`config.mk`:
```
export PLATFORM = sky130hd
export DESIGN_NAME = printer_floppy_pin_mux
export DESIGN_NICKNAME = d
export VERILOG_FILES = /design/src/pin_mux_pkg.sv /design/src/sync_2ff.sv /design/src/od_pin.sv /design/src/printer_floppy_pin_mux.sv
export SDC_FILE = /design/constraint.sdc
export NUM_CORES = 1
export LEC_CHECK = 0
export ABC_AREA = 1
export BUFFER_PORTS_ARGS = -buffer_cell sky130_fd_sc_hd__buf_4
export CAP_MARGIN = 5
export CORE_AREA = 2 2 74 76
export DETAILED_ROUTE_END_ITERATION = 16
export DIE_AREA = 0 0 76 78
export HOLD_SLACK_MARGIN = 0.15
export PLACE_DENSITY_LB_ADDON = 0.2
export SLEW_MARGIN = 20
export SYNTH_ARGS = -nofsm -noshare
export SYNTH_HDL_FRONTEND = slang
export SYNTH_SLANG_ARGS = --single-unit
```
`constraint.sdc`:
```
create_clock -name ref_clk -period 1.36 [get_ports ref_clk]
set_input_delay 0.272 -clock ref_clk [delete_from_list [all_inputs] [get_ports ref_clk]]
set_output_delay 0.272 -clock ref_clk [all_outputs]
set_load 0.02 [all_outputs]
```
`src/pin_mux_pkg.sv`:
```
// constants, modes and carrier types for the printer / extension floppy pin mux
// What this block does
// - global and parport config pick the pin use
// - busy high means printer cannot take data
// - acknowledge low means byte taken, ready
// - fault low means printer reports error
// - strobe pulses low to latch data byte
// - auto-feed low advances; select-in, initialise open-drain
// - single mode maps drive B signals
// - step, direction, density on select-in, initialise, auto-feed
// - index, track zero, protect from data 0-2
// - strobe floats in either floppy use
// - direction high outward, low inward
// - head select high side 0, low side 1
// - motor outputs low enable drives 0, 1
// - drive selects low enable drives A, B
// - one low step pulse per track move
// - open-drain write data, write enable
// - floppy pull-ups, disabled by config bit 7; data 0-4 pull-ups follow floppy use only
// - read data, change from data 3-4; 5 floats
// - dual drives motor A, select A on 6-7
package pin_mux_pkg;

    // *****************************************************
    // configuration bit positions
    // *****************************************************
    localparam int EXT_ENABLE_BIT = 4;   // global_port_mode_reg: extension use on
    localparam int EXT_DUAL_BIT   = 3;   // parport_device_config_reg: dual drives
    localparam int PULLUP_DIS_BIT = 7;   // floppy_device_config_reg: floppy_pullup_disable

    // *****************************************************
    // data line roles in floppy use
    // *****************************************************
    localparam int DL_INDEX   = 0;
    localparam int DL_TRACK0  = 1;
    localparam int DL_PROTECT = 2;
    localparam int DL_RDATA   = 3;
    localparam int DL_CHANGE  = 4;
    localparam int DL_SPARE   = 5;
    localparam int DL_MOTOR_A = 6;
    localparam int DL_SEL_A   = 7;
    localparam int DATA_W     = 8;
    localparam int SENSE_W    = 5;
    localparam int STAT_W     = 5;

    // idle levels of pulled-up inputs
    localparam logic [DATA_W-1:0]  DATA_IDLE  = 8'hff;
    localparam logic [STAT_W-1:0]  STAT_IDLE  = 5'h1f;

    // *****************************************************
    // modes and carriers
    // *****************************************************
    typedef enum logic [1:0] {
        MODE_PRINTER,
        MODE_EXT_SINGLE,
        MODE_EXT_DUAL
    } port_mode_t;

    // floppy controller outputs, all active-low levels
    typedef struct packed {
        logic motor_a_on;
        logic motor_b_on;
        logic drive_select_a;
        logic drive_select_b;
        logic step_direction;
        logic step_pulse;
        logic write_data_out;
        logic write_enable_out;
        logic side_select;
        logic density_select_bit0;
    } fdc_drive_t;

    // sense lines back to the floppy controller
    typedef struct packed {
        logic index_hole_in;
        logic track_zero_in;
        logic write_protect_in;
        logic read_data_in;
        logic disk_change_in;
    } fdc_sense_t;

    localparam fdc_sense_t SENSE_IDLE = 5'h1f;

    // parallel port logic outputs toward the pins
    typedef struct packed {
        logic              printer_strobe;
        logic              printer_auto_feed;
        logic              printer_select_in;
        logic              printer_initialise;
        logic              data_drive;
        logic [DATA_W-1:0] data_out;
    } prn_ctrl_t;

    // printer status toward the parallel port logic
    typedef struct packed {
        logic              not_ready;
        logic              ack_taken;
        logic              fault;
        logic              selected;
        logic              paper_out;
        logic [DATA_W-1:0] data_in;
    } prn_status_t;

endpackage : pin_mux_pkg

```
`src/sync_2ff.sv`:
```
// two flip-flop synchroniser for pin inputs
`timescale 1ns/100ps
module sync_2ff #(
    parameter int               WIDTH    = 1,
    parameter logic [WIDTH-1:0] IDLE_VAL = '1
) (
    input  wire logic             ref_clk,
    input  wire logic             reset,
    input  wire logic [WIDTH-1:0] async_in,
    output logic      [WIDTH-1:0] sync_out
);
    logic [WIDTH-1:0] meta_ff;
    logic [WIDTH-1:0] sync_ff;

    generate
        if (WIDTH < 1) begin : g_bad_width
            $error("sync_2ff width must be at least one");
        end
    endgenerate

    // first stage feeds only the second stage
    always_ff @(posedge ref_clk) begin
        if (reset) begin
            meta_ff <= IDLE_VAL;
            sync_ff <= IDLE_VAL;
        end else begin
            meta_ff <= async_in;
            sync_ff <= meta_ff;
        end
    end

    assign sync_out = sync_ff;

endmodule : sync_2ff

```
`src/od_pin.sv`:
```
// registered open-drain pad driver
`timescale 1ns/100ps
module od_pin (
    input  wire logic ref_clk,
    input  wire logic reset,
    input  wire logic enable,
    input  wire logic level,
    output logic      pad_o,
    output logic      pad_oe
);
    logic oe_ff;
    logic out_ff;

    // pull low only while enabled and the level is low; float otherwise
    always_ff @(posedge ref_clk) begin
        if (reset) begin
            oe_ff  <= 1'b0;
            out_ff <= 1'b0;
        end else begin
            oe_ff  <= enable & ~level;
            out_ff <= 1'b0;
        end
    end

    assign pad_o  = out_ff;
    assign pad_oe = oe_ff;

endmodule : od_pin

```
`src/printer_floppy_pin_mux.sv`:
```
// pin steering between printer use and extension floppy use of the parallel connector
`timescale 1ns/100ps
module printer_floppy_pin_mux (
    input  wire logic                     ref_clk,
    input  wire logic                     reset,
    input  wire logic [7:0]               global_port_mode_reg,
    input  wire logic [7:0]               parport_device_config_reg,
    input  wire logic [7:0]               floppy_device_config_reg,
    input  wire pin_mux_pkg::fdc_drive_t  fdc_drive,
    output pin_mux_pkg::fdc_sense_t       fdc_sense,
    output logic                          fdc_pullup_en,
    input  wire pin_mux_pkg::prn_ctrl_t   prn_ctrl,
    output pin_mux_pkg::prn_status_t      prn_status,
    input  wire logic                     printer_select_i,
    output logic                          printer_select_o,
    output logic                          printer_select_oe,
    input  wire logic                     paper_end_i,
    output logic                          paper_end_o,
    output logic                          paper_end_oe,
    input  wire logic                     busy_i,
    output logic                          busy_o,
    output logic                          busy_oe,
    input  wire logic                     printer_acknowledge_i,
    output logic                          printer_acknowledge_o,
    output logic                          printer_acknowledge_oe,
    input  wire logic                     printer_fault_i,
    output logic                          printer_fault_o,
    output logic                          printer_fault_oe,
    output logic                          printer_select_in_o,
    output logic                          printer_select_in_oe,
    output logic                          printer_initialise_o,
    output logic                          printer_initialise_oe,
    output logic                          printer_auto_feed_o,
    output logic                          printer_auto_feed_oe,
    output logic                          printer_strobe_o,
    output logic                          printer_strobe_oe,
    input  wire logic [7:0]               par_data_i,
    output logic      [7:0]               par_data_o,
    output logic      [7:0]               par_data_oe,
    output logic      [4:0]               par_data_pullup_en
);
    import pin_mux_pkg::*;

    // *****************************************************
    // mode selection
    // *****************************************************
    port_mode_t mode_ff;
    port_mode_t nxt_mode;
    wire        ext_req  = global_port_mode_reg[EXT_ENABLE_BIT];
    wire        dual_req = parport_device_config_reg[EXT_DUAL_BIT];

    // decode of the two config registers
    always_comb begin
        nxt_mode = MODE_PRINTER;
        if (ext_req) begin
            nxt_mode = dual_req ? MODE_EXT_DUAL : MODE_EXT_SINGLE;
        end
    end

    // mode follows config each cycle, so clearing returns to printer use
    always_ff @(posedge ref_clk) begin
        if (reset) begin
            mode_ff <= MODE_PRINTER;
        end else begin
            mode_ff <= nxt_mode;
        end
    end

    wire is_prn  = (mode_ff == MODE_PRINTER);
    wire is_ext  = (mode_ff == MODE_EXT_SINGLE) || (mode_ff == MODE_EXT_DUAL);
    wire is_dual = (mode_ff == MODE_EXT_DUAL);

    // *****************************************************
    // pin input synchronisers
    // *****************************************************
    logic [DATA_W-1:0] data_sync;
    logic [STAT_W-1:0] stat_sync;
    wire  [STAT_W-1:0] stat_raw = {printer_select_i, paper_end_i, busy_i,
                                   printer_acknowledge_i, printer_fault_i};

    sync_2ff #(.WIDTH(DATA_W), .IDLE_VAL(DATA_IDLE)) u_data_sync (
        .ref_clk  (ref_clk),
        .reset    (reset),
        .async_in (par_data_i),
        .sync_out (data_sync)
    );
    sync_2ff #(.WIDTH(STAT_W), .IDLE_VAL(STAT_IDLE)) u_stat_sync (
        .ref_clk  (ref_clk),
        .reset    (reset),
        .async_in (stat_raw),
        .sync_out (stat_sync)
    );

    wire sel_s, paper_s, busy_s, ack_s, fault_s;
    assign {sel_s, paper_s, busy_s, ack_s, fault_s} = stat_sync;  // same order as stat_raw

    // *****************************************************
    // status pins: printer inputs, floppy open-drain outputs
    // *****************************************************
    od_pin u_select_pin (
        .ref_clk (ref_clk),
        .reset   (reset),
        .enable  (is_ext),
        .level   (fdc_drive.write_enable_out),
        .pad_o   (printer_select_o),
        .pad_oe  (printer_select_oe)
    );
    od_pin u_paper_pin (
        .ref_clk (ref_clk),
        .reset   (reset),
        .enable  (is_ext),
        .level   (fdc_drive.write_data_out),
        .pad_o   (paper_end_o),
        .pad_oe  (paper_end_oe)
    );
    od_pin u_busy_pin (
        .ref_clk (ref_clk),
        .reset   (reset),
        .enable  (is_ext),
        .level   (fdc_drive.motor_b_on),
        .pad_o   (busy_o),
        .pad_oe  (busy_oe)
    );
    od_pin u_ack_pin (
        .ref_clk (ref_clk),
        .reset   (reset),
        .enable  (is_ext),
        .level   (fdc_drive.drive_select_b),
        .pad_o   (printer_acknowledge_o),
        .pad_oe  (printer_acknowledge_oe)
    );
    od_pin u_fault_pin (
        .ref_clk (ref_clk),
        .reset   (reset),
        .enable  (is_ext),
        .level   (fdc_drive.side_select),
        .pad_o   (printer_fault_o),
        .pad_oe  (printer_fault_oe)
    );

    // *****************************************************
    // control pins: always open-drain; select-in, initialise, auto-feed take their source by mode, strobe is enabled only in printer use
    // *****************************************************
    wire lvl_sel_in = is_ext ? fdc_drive.step_pulse     : prn_ctrl.printer_select_in;
    wire lvl_init   = is_ext ? fdc_drive.step_direction : prn_ctrl.printer_initialise;
    wire lvl_afd    = is_ext ? fdc_drive.density_select_bit0 : prn_ctrl.printer_auto_feed;

    od_pin u_sel_in_pin (
        .ref_clk (ref_clk),
        .reset   (reset),
        .enable  (1'b1),
        .level   (lvl_sel_in),
        .pad_o   (printer_select_in_o),
        .pad_oe  (printer_select_in_oe)
    );
    od_pin u_init_pin (
        .ref_clk (ref_clk),
        .reset   (reset),
        .enable  (1'b1),
        .level   (lvl_init),
        .pad_o   (printer_initialise_o),
        .pad_oe  (printer_initialise_oe)
    );
    od_pin u_afd_pin (
        .ref_clk (ref_clk),
        .reset   (reset),
        .enable  (1'b1),
        .level   (lvl_afd),
        .pad_o   (printer_auto_feed_o),
        .pad_oe  (printer_auto_feed_oe)
    );
    // strobe floats whenever a floppy use owns the connector
    od_pin u_strobe_pin (
        .ref_clk (ref_clk),
        .reset   (reset),
        .enable  (is_prn),
        .level   (prn_ctrl.printer_strobe),
        .pad_o   (printer_strobe_o),
        .pad_oe  (printer_strobe_oe)
    );

    // *****************************************************
    // data lines
    // *****************************************************
    logic [DATA_W-1:0] data_o_ff;
    logic [DATA_W-1:0] data_oe_ff;
    logic [DATA_W-1:0] nxt_data_o;
    logic [DATA_W-1:0] nxt_data_oe;

    // printer use drives the byte; floppy use reads 0-4, floats 5, 6-7 per mode
    always_comb begin
        nxt_data_o  = prn_ctrl.data_out;
        nxt_data_oe = {DATA_W{prn_ctrl.data_drive}};
        if (is_ext) begin
            nxt_data_o  = '0;
            nxt_data_oe = '0;
            if (is_dual) begin
                nxt_data_oe[DL_MOTOR_A] = ~fdc_drive.motor_a_on;
                nxt_data_oe[DL_SEL_A]   = ~fdc_drive.drive_select_a;
            end
        end
    end

    always_ff @(posedge ref_clk) begin
        if (reset) begin
            data_o_ff  <= '0;
            data_oe_ff <= '0;
        end else begin
            data_o_ff  <= nxt_data_o;
            data_oe_ff <= nxt_data_oe;
        end
    end

    assign par_data_o  = data_o_ff;
    assign par_data_oe = data_oe_ff;

    // *****************************************************
    // sense lines and pull-ups toward the floppy controller
    // *****************************************************
    fdc_sense_t sense_ff;
    fdc_sense_t nxt_sense;
    logic       pullup_ff;
    logic [4:0] data_pu_ff;
    wire        pu_on = ~floppy_device_config_reg[PULLUP_DIS_BIT];

    // data lines carry the drive sense only in floppy use, else idle high
    always_comb begin
        nxt_sense = SENSE_IDLE;
        if (is_ext) begin
            nxt_sense.index_hole_in    = data_sync[DL_INDEX];
            nxt_sense.track_zero_in    = data_sync[DL_TRACK0];
            nxt_sense.write_protect_in = data_sync[DL_PROTECT];
            nxt_sense.read_data_in     = data_sync[DL_RDATA];
            nxt_sense.disk_change_in   = data_sync[DL_CHANGE];
        end
    end

    always_ff @(posedge ref_clk) begin
        if (reset) begin
            sense_ff   <= SENSE_IDLE;
            pullup_ff  <= 1'b1;
            data_pu_ff <= '0;
        end else begin
            sense_ff   <= nxt_sense;
            pullup_ff  <= pu_on;
            data_pu_ff <= {5{is_ext}};
        end
    end

    assign fdc_sense          = sense_ff;
    assign fdc_pullup_en      = pullup_ff;
    assign par_data_pullup_en = data_pu_ff;

    // *****************************************************
    // printer status toward the parallel port logic
    // *****************************************************
    prn_status_t status_ff;
    prn_status_t nxt_status;
    logic        ack_prev_ff;
    wire         ack_fall = ack_prev_ff & ~ack_s;

    // outside printer use the printer reads as not ready and silent
    always_comb begin
        nxt_status           = '0;
        nxt_status.not_ready = 1'b1;
        nxt_status.data_in   = data_sync;
        if (is_prn) begin
            nxt_status.not_ready = busy_s;
            nxt_status.ack_taken = ack_fall;
            nxt_status.fault     = ~fault_s;
            nxt_status.selected  = sel_s;
            nxt_status.paper_out = paper_s;
        end
    end

    always_ff @(posedge ref_clk) begin
        if (reset) begin
            status_ff   <= '0;
            ack_prev_ff <= 1'b1;
        end else begin
            status_ff   <= nxt_status;
            ack_prev_ff <= ack_s;
        end
    end

    assign prn_status = status_ff;
endmodule : printer_floppy_pin_mux

```
==> impl_metrics.tcl, run 1 <==
set metrics [dict create \
    total_cts_buffers 9 \
    p_comb_share_pct 12.8 \
    grt_first_pass_wirelength_mm 6.479 \
    switchingPower_w 0.0009763 \
    async_flop_share_pct 0 \
    ys_types 16 \
    post_synth_most_frequent_cells "dfxtp_1, inv_1, nor2_1, nand2_1, buf_4" \
    power_frac_clock_pct 34.3 \
    rows 26 \
    cp.arrival_ns 1.42 \
    fillerInstances 437 \
    yosysWarnings 0 \
    ff2ff_path_depth 6 \
    cellInternalPower_w 0.003084 \
    setup_tns_ns 0 \
    fin_ws_ns 0.1621 \
    holdCritStartpoint "prn_ctrl[8]" \
    pwr_density_cell_nw_per_um2 1277 \
    dp.final_hpwl_mm 2.430 \
    ys_seq_elements 69 \
    synthToLayoutAreaGrowth_pct 50.24 \
    timing.final.setup_violations 0 \
    dominantRegCellSynth "dfxtp_1" \
    place_ws_ns 0.1319 \
    synth_enable_flop_cells 0 \
    worst_ep_required_time_ns 1.58 \
    hold_violation_count_in_the_final_report 0 \
    core_area_um2 5042 \
    io_pins 120 \
    final.setup_skew_ns 0.005283 \
    root_buffer_master "clkbuf_8" \
    switching_share_pct 24.04 \
    cp_max_fo 6 \
    io_port_bufs 89 \
    globalRouteTotalUtil_pct 14.19 \
    tritoncts_num_sinks 69 \
    syn_inst 212 \
    worst_reg2reg_endpoint "fdc_sense[4]" \
    synth_largest_type_area_fraction_pct 65.25 \
    start_util_pct 41.99 \
    vdd_drop_max_v 0.0007452 \
    grt_setup_unrepaired "no" \
    via_count 1552 \
    seq_power_share_pct 52.9 \
    die_width_um 76 \
    drc 0 \
    min-delay-path-class "input pin to flip-flop" \
    holdPathEnd "par_data_oe[0]" \
    final_cell_area_um2 3181 \
    ys_seq_area_share_pct 65.25 \
    hold_slack_ns 0.1782 \
    finalNetCount 391 \
    cts_buffer_depth 2 \
    yosysMostFrequentCell "dfxtp_1" \
    netlist_area_um2 2117 \
    timing.critical_path.to_type "flip-flop" \
    overflow 0 \
    whs_path_depth 3 \
    height_of_the_die_um 78 \
    drt_iter0_drcs 36 \
    post-route-period-util_pct 88.08 \
    n_antenna_cell 0 \
    clk_transition_reported_paths_ns 0.07 \
    synth_top_cells_by_area "dfxtp_1, buf_4, inv_1" \
    vias_per_cell 3.870 \
    route.antenna.remaining_nets 0 \
    drt-pass1-iter-count 4 \
    dpl_cell_area_um2 2734 \
    largest_net_degree_at_the_start_of_global_routing 40 \
    design.die.area_um2 5928 \
    final_core_utilization_pct 63.08 \
    gp_congestion 0.7078 \
    area_taken_by_multi_input_logic_gates_um2 454.2 \
    run_status "finished, final reports clean" \
    clk-insertion-delay-late_ns 0.33 \
    grt_antenna_before_repair 0 \
    worstSetupPathType "flip-flop to flip-flop" \
    avgRoutedWirePerCell_um 9.549 \
    cts-htree-levels 3 \
    cts_tree "done" \
    wl_mm 3.829 \
    final-seq-area_um2 1381 \
    synthesis.area_per_instance_um2 9.986 \
    timing.critical_path.from_type "flip-flop" \
    postCtsSetupBuffers 0 \
    cts.hold.buffers_added 28 \
    fraction_of_layout_instances_using_a_drive_strength_above_1_pct 37.76 \
    origin_of_the_worst_setup_path "mode_ff[1]" \
    maxCapViolations 0 \
    reg2reg_slack_ns 0.16 \
    synthDominantAreaCellType "dfxtp_1" \
    cts-resized-gates 0 \
    final_slew_violations 0 \
    maxClockFrequency_ghz 0.8348 \
    fin_crit_period_ns 1.198 \
    cellLeakagePower_nw 1.642 \
    grt_pass1_vias 1493 \
    worstReg2RegStart "mode_ff[1]" \
]
## worst max-delay path by stage
stage	end	slack, ns	cells after the start
6_report	fdc_sense[4]	0.16	6
5_1_grt	fdc_sense[4]	0.05	6
4_1_cts	fdc_sense[4]	0.12	6
3_5_place_dp	fdc_sense[1]	0.13	6
3_3_place_gp	fdc_sense[1]	0.16	6
2_1_floorplan	fdc_sense[0]	0.23	6
## worst max-delay path: stages, from the launching register on
cell,delay (ns)
dfxtp_1,0.33
inv_1,0.05
ha_1,0.32
inv_1,0.06
nor2_2,0.12
buf_4,0.16
nand2_1,0.05
## state kept, by name, indices dropped and copies added (netlist names)
signal / flops
u_select_pin.pad_oe: 1
fdc_sense: 5
u_data_sync.sync_out: 8
par_data_pullup_en: 1
u_sel_in_pin.pad_oe: 1
u_paper_pin.pad_oe: 1
prn_status: 13
par_data_o: 8
ack_prev_ff: 1
u_ack_pin.pad_oe: 1
u_init_pin.pad_oe: 1
u_busy_pin.pad_oe: 1
u_fault_pin.pad_oe: 1
u_data_sync.meta_ff: 8
par_data_oe: 3
u_stat_sync.meta_ff: 5
mode_ff: 2
fdc_pullup_en: 1
u_afd_pin.pad_oe: 1
u_stat_sync.sync_out: 5
u_strobe_pin.pad_oe: 1
## power by group through the flow
stage / Clock (W) / Sequential [W] / Combinational (W)
2_1_floorplan: 0 / 0.00227 / 0.000197
3_3_place_gp: 0 / 0.00219 / 0.000451
5_1_grt: 0.00156 / 0.00216 / 0.000559
6_report: 0.00139 / 0.00215 / 0.000519
4_1_cts: 0.00145 / 0.00215 / 0.000523
3_5_place_dp: 0 / 0.00220 / 0.000458
## per-layer routing
layer | part of all wire, % | GRT usage [%]
met1 | 38 | 13.79
met2 | 52 | 25.80
met3 | 7.2 | 4.651
met4 | 2.5 | 9.273
met5 | 0 | 0
## kinds of logic after synthesis
kind of cell / count (synthesis) / share of synthesized area, %
buffers and inverters: 57 / 14.72
other: 1 / 0.1771
AOI/OAI and AO/OA: 1 / 0.2362
and+or+nand+nor: 82 / 18.44
adders and majority gates: 2 / 1.182
DFF: 69 / 65.25
## layout make-up
cell class                 count  area share, %
multi-input combinational     94          14.28
timing repair buffer         119          30.29
clock buffer                  11          4.445
sequential                    69          43.43
clock inverter                 4         0.7868
tap                           70          2.754
inverter                      34          4.013
## placed cells by master, fill, tap and decap left out, drive strengths merged
cell,instances
conb,9
dlygate4sd3,28
or2,27
ha,2
dfxtp,69
inv,34
a21oi,1
buf,91
nor2,32
clkinv,2
clkbuf,11
clkinvlp,2
nand2,23
## stage by stage
step | std cells | total power (W)
finish | 401 | 0.004061
detailed placement | 358 | 0.002653
global placement | 358 | 0.002643
CTS | 401 | 0.004124
global route | 401 | 0.004277
floorplan | 220 | 0.002471
No activity file was read; power rests on OpenSTA's default activity.
==> run 2: changes to the inputs <==
--- a/config.mk
+++ b/config.mk
@@ -13,6 +13,7 @@
 export DIE_AREA = 0 0 76 78
 export HOLD_SLACK_MARGIN = 0.15
 export PLACE_DENSITY_LB_ADDON = 0.2
+export SETUP_SLACK_MARGIN = 0.3
 export SLEW_MARGIN = 20
 export SYNTH_ARGS = -nofsm -noshare
 export SYNTH_HDL_FRONTEND = slang
==> run 2 against run 1 <==
Compared with the run above: setup slack better by 0.052 ns; sequential cell count unchanged; die area unchanged; critical path depth down 5; sequential share of layout area down 3.3 points; global-route usage up 1.8 points; via count up 4.8%; highest routed layer unchanged; utilization up 8.0 points.
==> impl_metrics.tcl, run 2 (synthesis gave the netlist of run 1 again) <==
set metrics [dict create \
    switching_share_pct 23.15 \
    clk-insertion-delay-late_ns 0.34 \
    switchingPower_w 0.001044 \
    drt-pass1-iter-count 4 \
    largest_net_degree_at_the_start_of_global_routing 38 \
    post-route-period-util_pct 84.28 \
    fillerInstances 354 \
    final_cell_area_um2 3586 \
    grt_setup_unrepaired "yes" \
    vdd_drop_max_v 0.0007969 \
    root_buffer_master "clkbuf_8" \
    min-delay-path-class "input pin to flip-flop" \
    largest_reg_flops 13 \
    finalNetCount 401 \
    power_frac_clock_pct 38.2 \
    cp_max_fo 6 \
    origin_of_the_worst_setup_path "par_data_oe[0]" \
    holdCritStartpoint "fdc_drive[5]" \
    tritoncts_num_sinks 69 \
    path_delay_family "flip-flops" \
    place_ws_ns 0.1145 \
    avgRoutedWirePerCell_um 10.97 \
    worstSetupPathType "flip-flop to primary output" \
    fraction_of_layout_instances_using_a_drive_strength_above_1_pct 53.80 \
    critical-path-max-stage-delay_ns 0.39 \
    pwr_density_cell_nw_per_um2 1258 \
    clk_transition_reported_paths_ns 0.07 \
    hold_violation_count_in_the_final_report 0 \
    rows 26 \
    commonest_cells_after_routing_fill_and_taps_aside "buf_4, buf_6, dfxtp_2" \
    final.setup_skew_ns 0.005997 \
    io_port_bufs 89 \
    drt_iter0_drcs 50 \
    core_area_um2 5042 \
    synthToLayoutAreaGrowth_pct 69.39 \
    worstReg2RegStart "mode_ff[1]" \
    seq_power_share_pct 48.2 \
    crit_path_top_delay_cell "dfxtp_4" \
    vias_per_cell 3.949 \
    dp.final_hpwl_mm 2.469 \
    critical_path.cell_chain "buf_4" \
    cellLeakagePower_nw 1.775 \
    maxCapViolations 0 \
    design.die.area_um2 5928 \
    fin_crit_period_ns 1.146 \
    total_cts_buffers 9 \
    grt_pass1_vias 1555 \
    cts-htree-levels 3 \
    setup_tns_ns 0 \
    cts_buffer_depth 2 \
    height_of_the_die_um 78 \
    drc 0 \
    totalPowerFinal_w 0.004511 \
    globalRouteTotalUtil_pct 15.95 \
    overflow 0 \
    maxClockFrequency_ghz 0.8725 \
    grt_antenna_before_repair 0 \
    grt_first_pass_wirelength_mm 6.996 \
    io_pins 120 \
    hold_slack_ns 0.1613 \
    route.antenna.remaining_nets 0 \
    timing.critical_path.to_type "primary output" \
    start_util_pct 41.99 \
    p_comb_share_pct 13.5 \
    fin_ws_ns 0.2138 \
    wl_mm 4.521 \
    worst_ep_required_time_ns 1.09 \
    die_width_um 76 \
    gp_congestion 0.6972 \
    dpl_cell_area_um2 2754 \
    via_count 1627 \
    timing.final.setup_violations 0 \
    cts_tree "done" \
    path_buf_inv 1 \
    final_slew_violations 0 \
    cp.arrival_ns 0.87 \
    cellInternalPower_w 0.003466 \
    timing.critical_path.from_type "flip-flop" \
    run_status "finished, final reports clean" \
    n_antenna_cell 0 \
]
==> run 2: cell types whose count changed in the layout (fill, tap and decap cells not counted), moves of 2 or more <==
cell	delta
dlygate4sd3_1	+5
dfxtp_4	+2
buf_6	+48
dfxtp_2	+40
nand2_1	-4
nor2_1	-2
inv_1	-4
dfxtp_1	-42
clkbuf_8	+2
inv_2	+3
buf_4	-43
nand2_2	+4
==> run 2: timing repair <==
action | 4_1_cts | 5_1_grt
endpoints found under the hold margin | 34 | 0
hold buffers | 33 | 0
resized for setup | 83 | 15
endpoints found under the setup margin | 64 | 73
buffers inserted | 3 | 2
pin swaps | 2 | 1
==> run 2: power groups by stage <==
stage	logic [W]	clock network, W	registers, W
floorplan	0.000204	0	0.00227
global placement	0.000461	0	0.00219
detailed placement	0.000466	0	0.00220
CTS	0.000589	0.00176	0.00217
global route	0.000655	0.00186	0.00219
finish	0.000611	0.00172	0.00218
==> run 2: per-layer routing <==
metal | vias to the layer above | routed length, um | global-route usage (%)
li1 | 827 | - | -
met1 | 716 | 1767 | 15.50
met2 | 72 | 2301 | 28.39
met3 | 12 | 320 | 5.349
met4 | 0 | 131 | 11.45
met5 | - | 0 | 0
==> run 2: worst paths after layout <==
kind	slack (ns)	depth (start not counted)	endpoint
hold reg to reg	0.39	1	prn_status[10]
setup / recovery	0.21	1	par_data_oe[1]
setup reg to reg	0.23	6	fdc_sense[4]
hold / removal	0.16	4	u_init_pin.pad_oe
==> run 2: metrics by stage <==
stage / instances / util (%)
2_1_floorplan: 220 / -
3_3_place_gp: 358 / 54.62
3_5_place_dp: 358 / 54.62
4_1_cts: 410 / 69.90
5_1_grt: 412 / 71.12
6_report: 412 / 71.12
==> run 2: final cells by class <==
| type | count | area, um2 | area share (%) |
|---|---|---|---|
| Timing Repair Buffer | 129 | 1231 | 34.33 |
| Sequential cell | 69 | 1439 | 40.13 |
| Clock inverter | 3 | 42.54 | 1.186 |
| Multi-Input combinational cell | 94 | 486.7 | 13.57 |
| Tap cell | 70 | 87.58 | 2.442 |
| Inverter | 34 | 130.1 | 3.629 |
| Clock buffer | 13 | 168.9 | 4.710 |
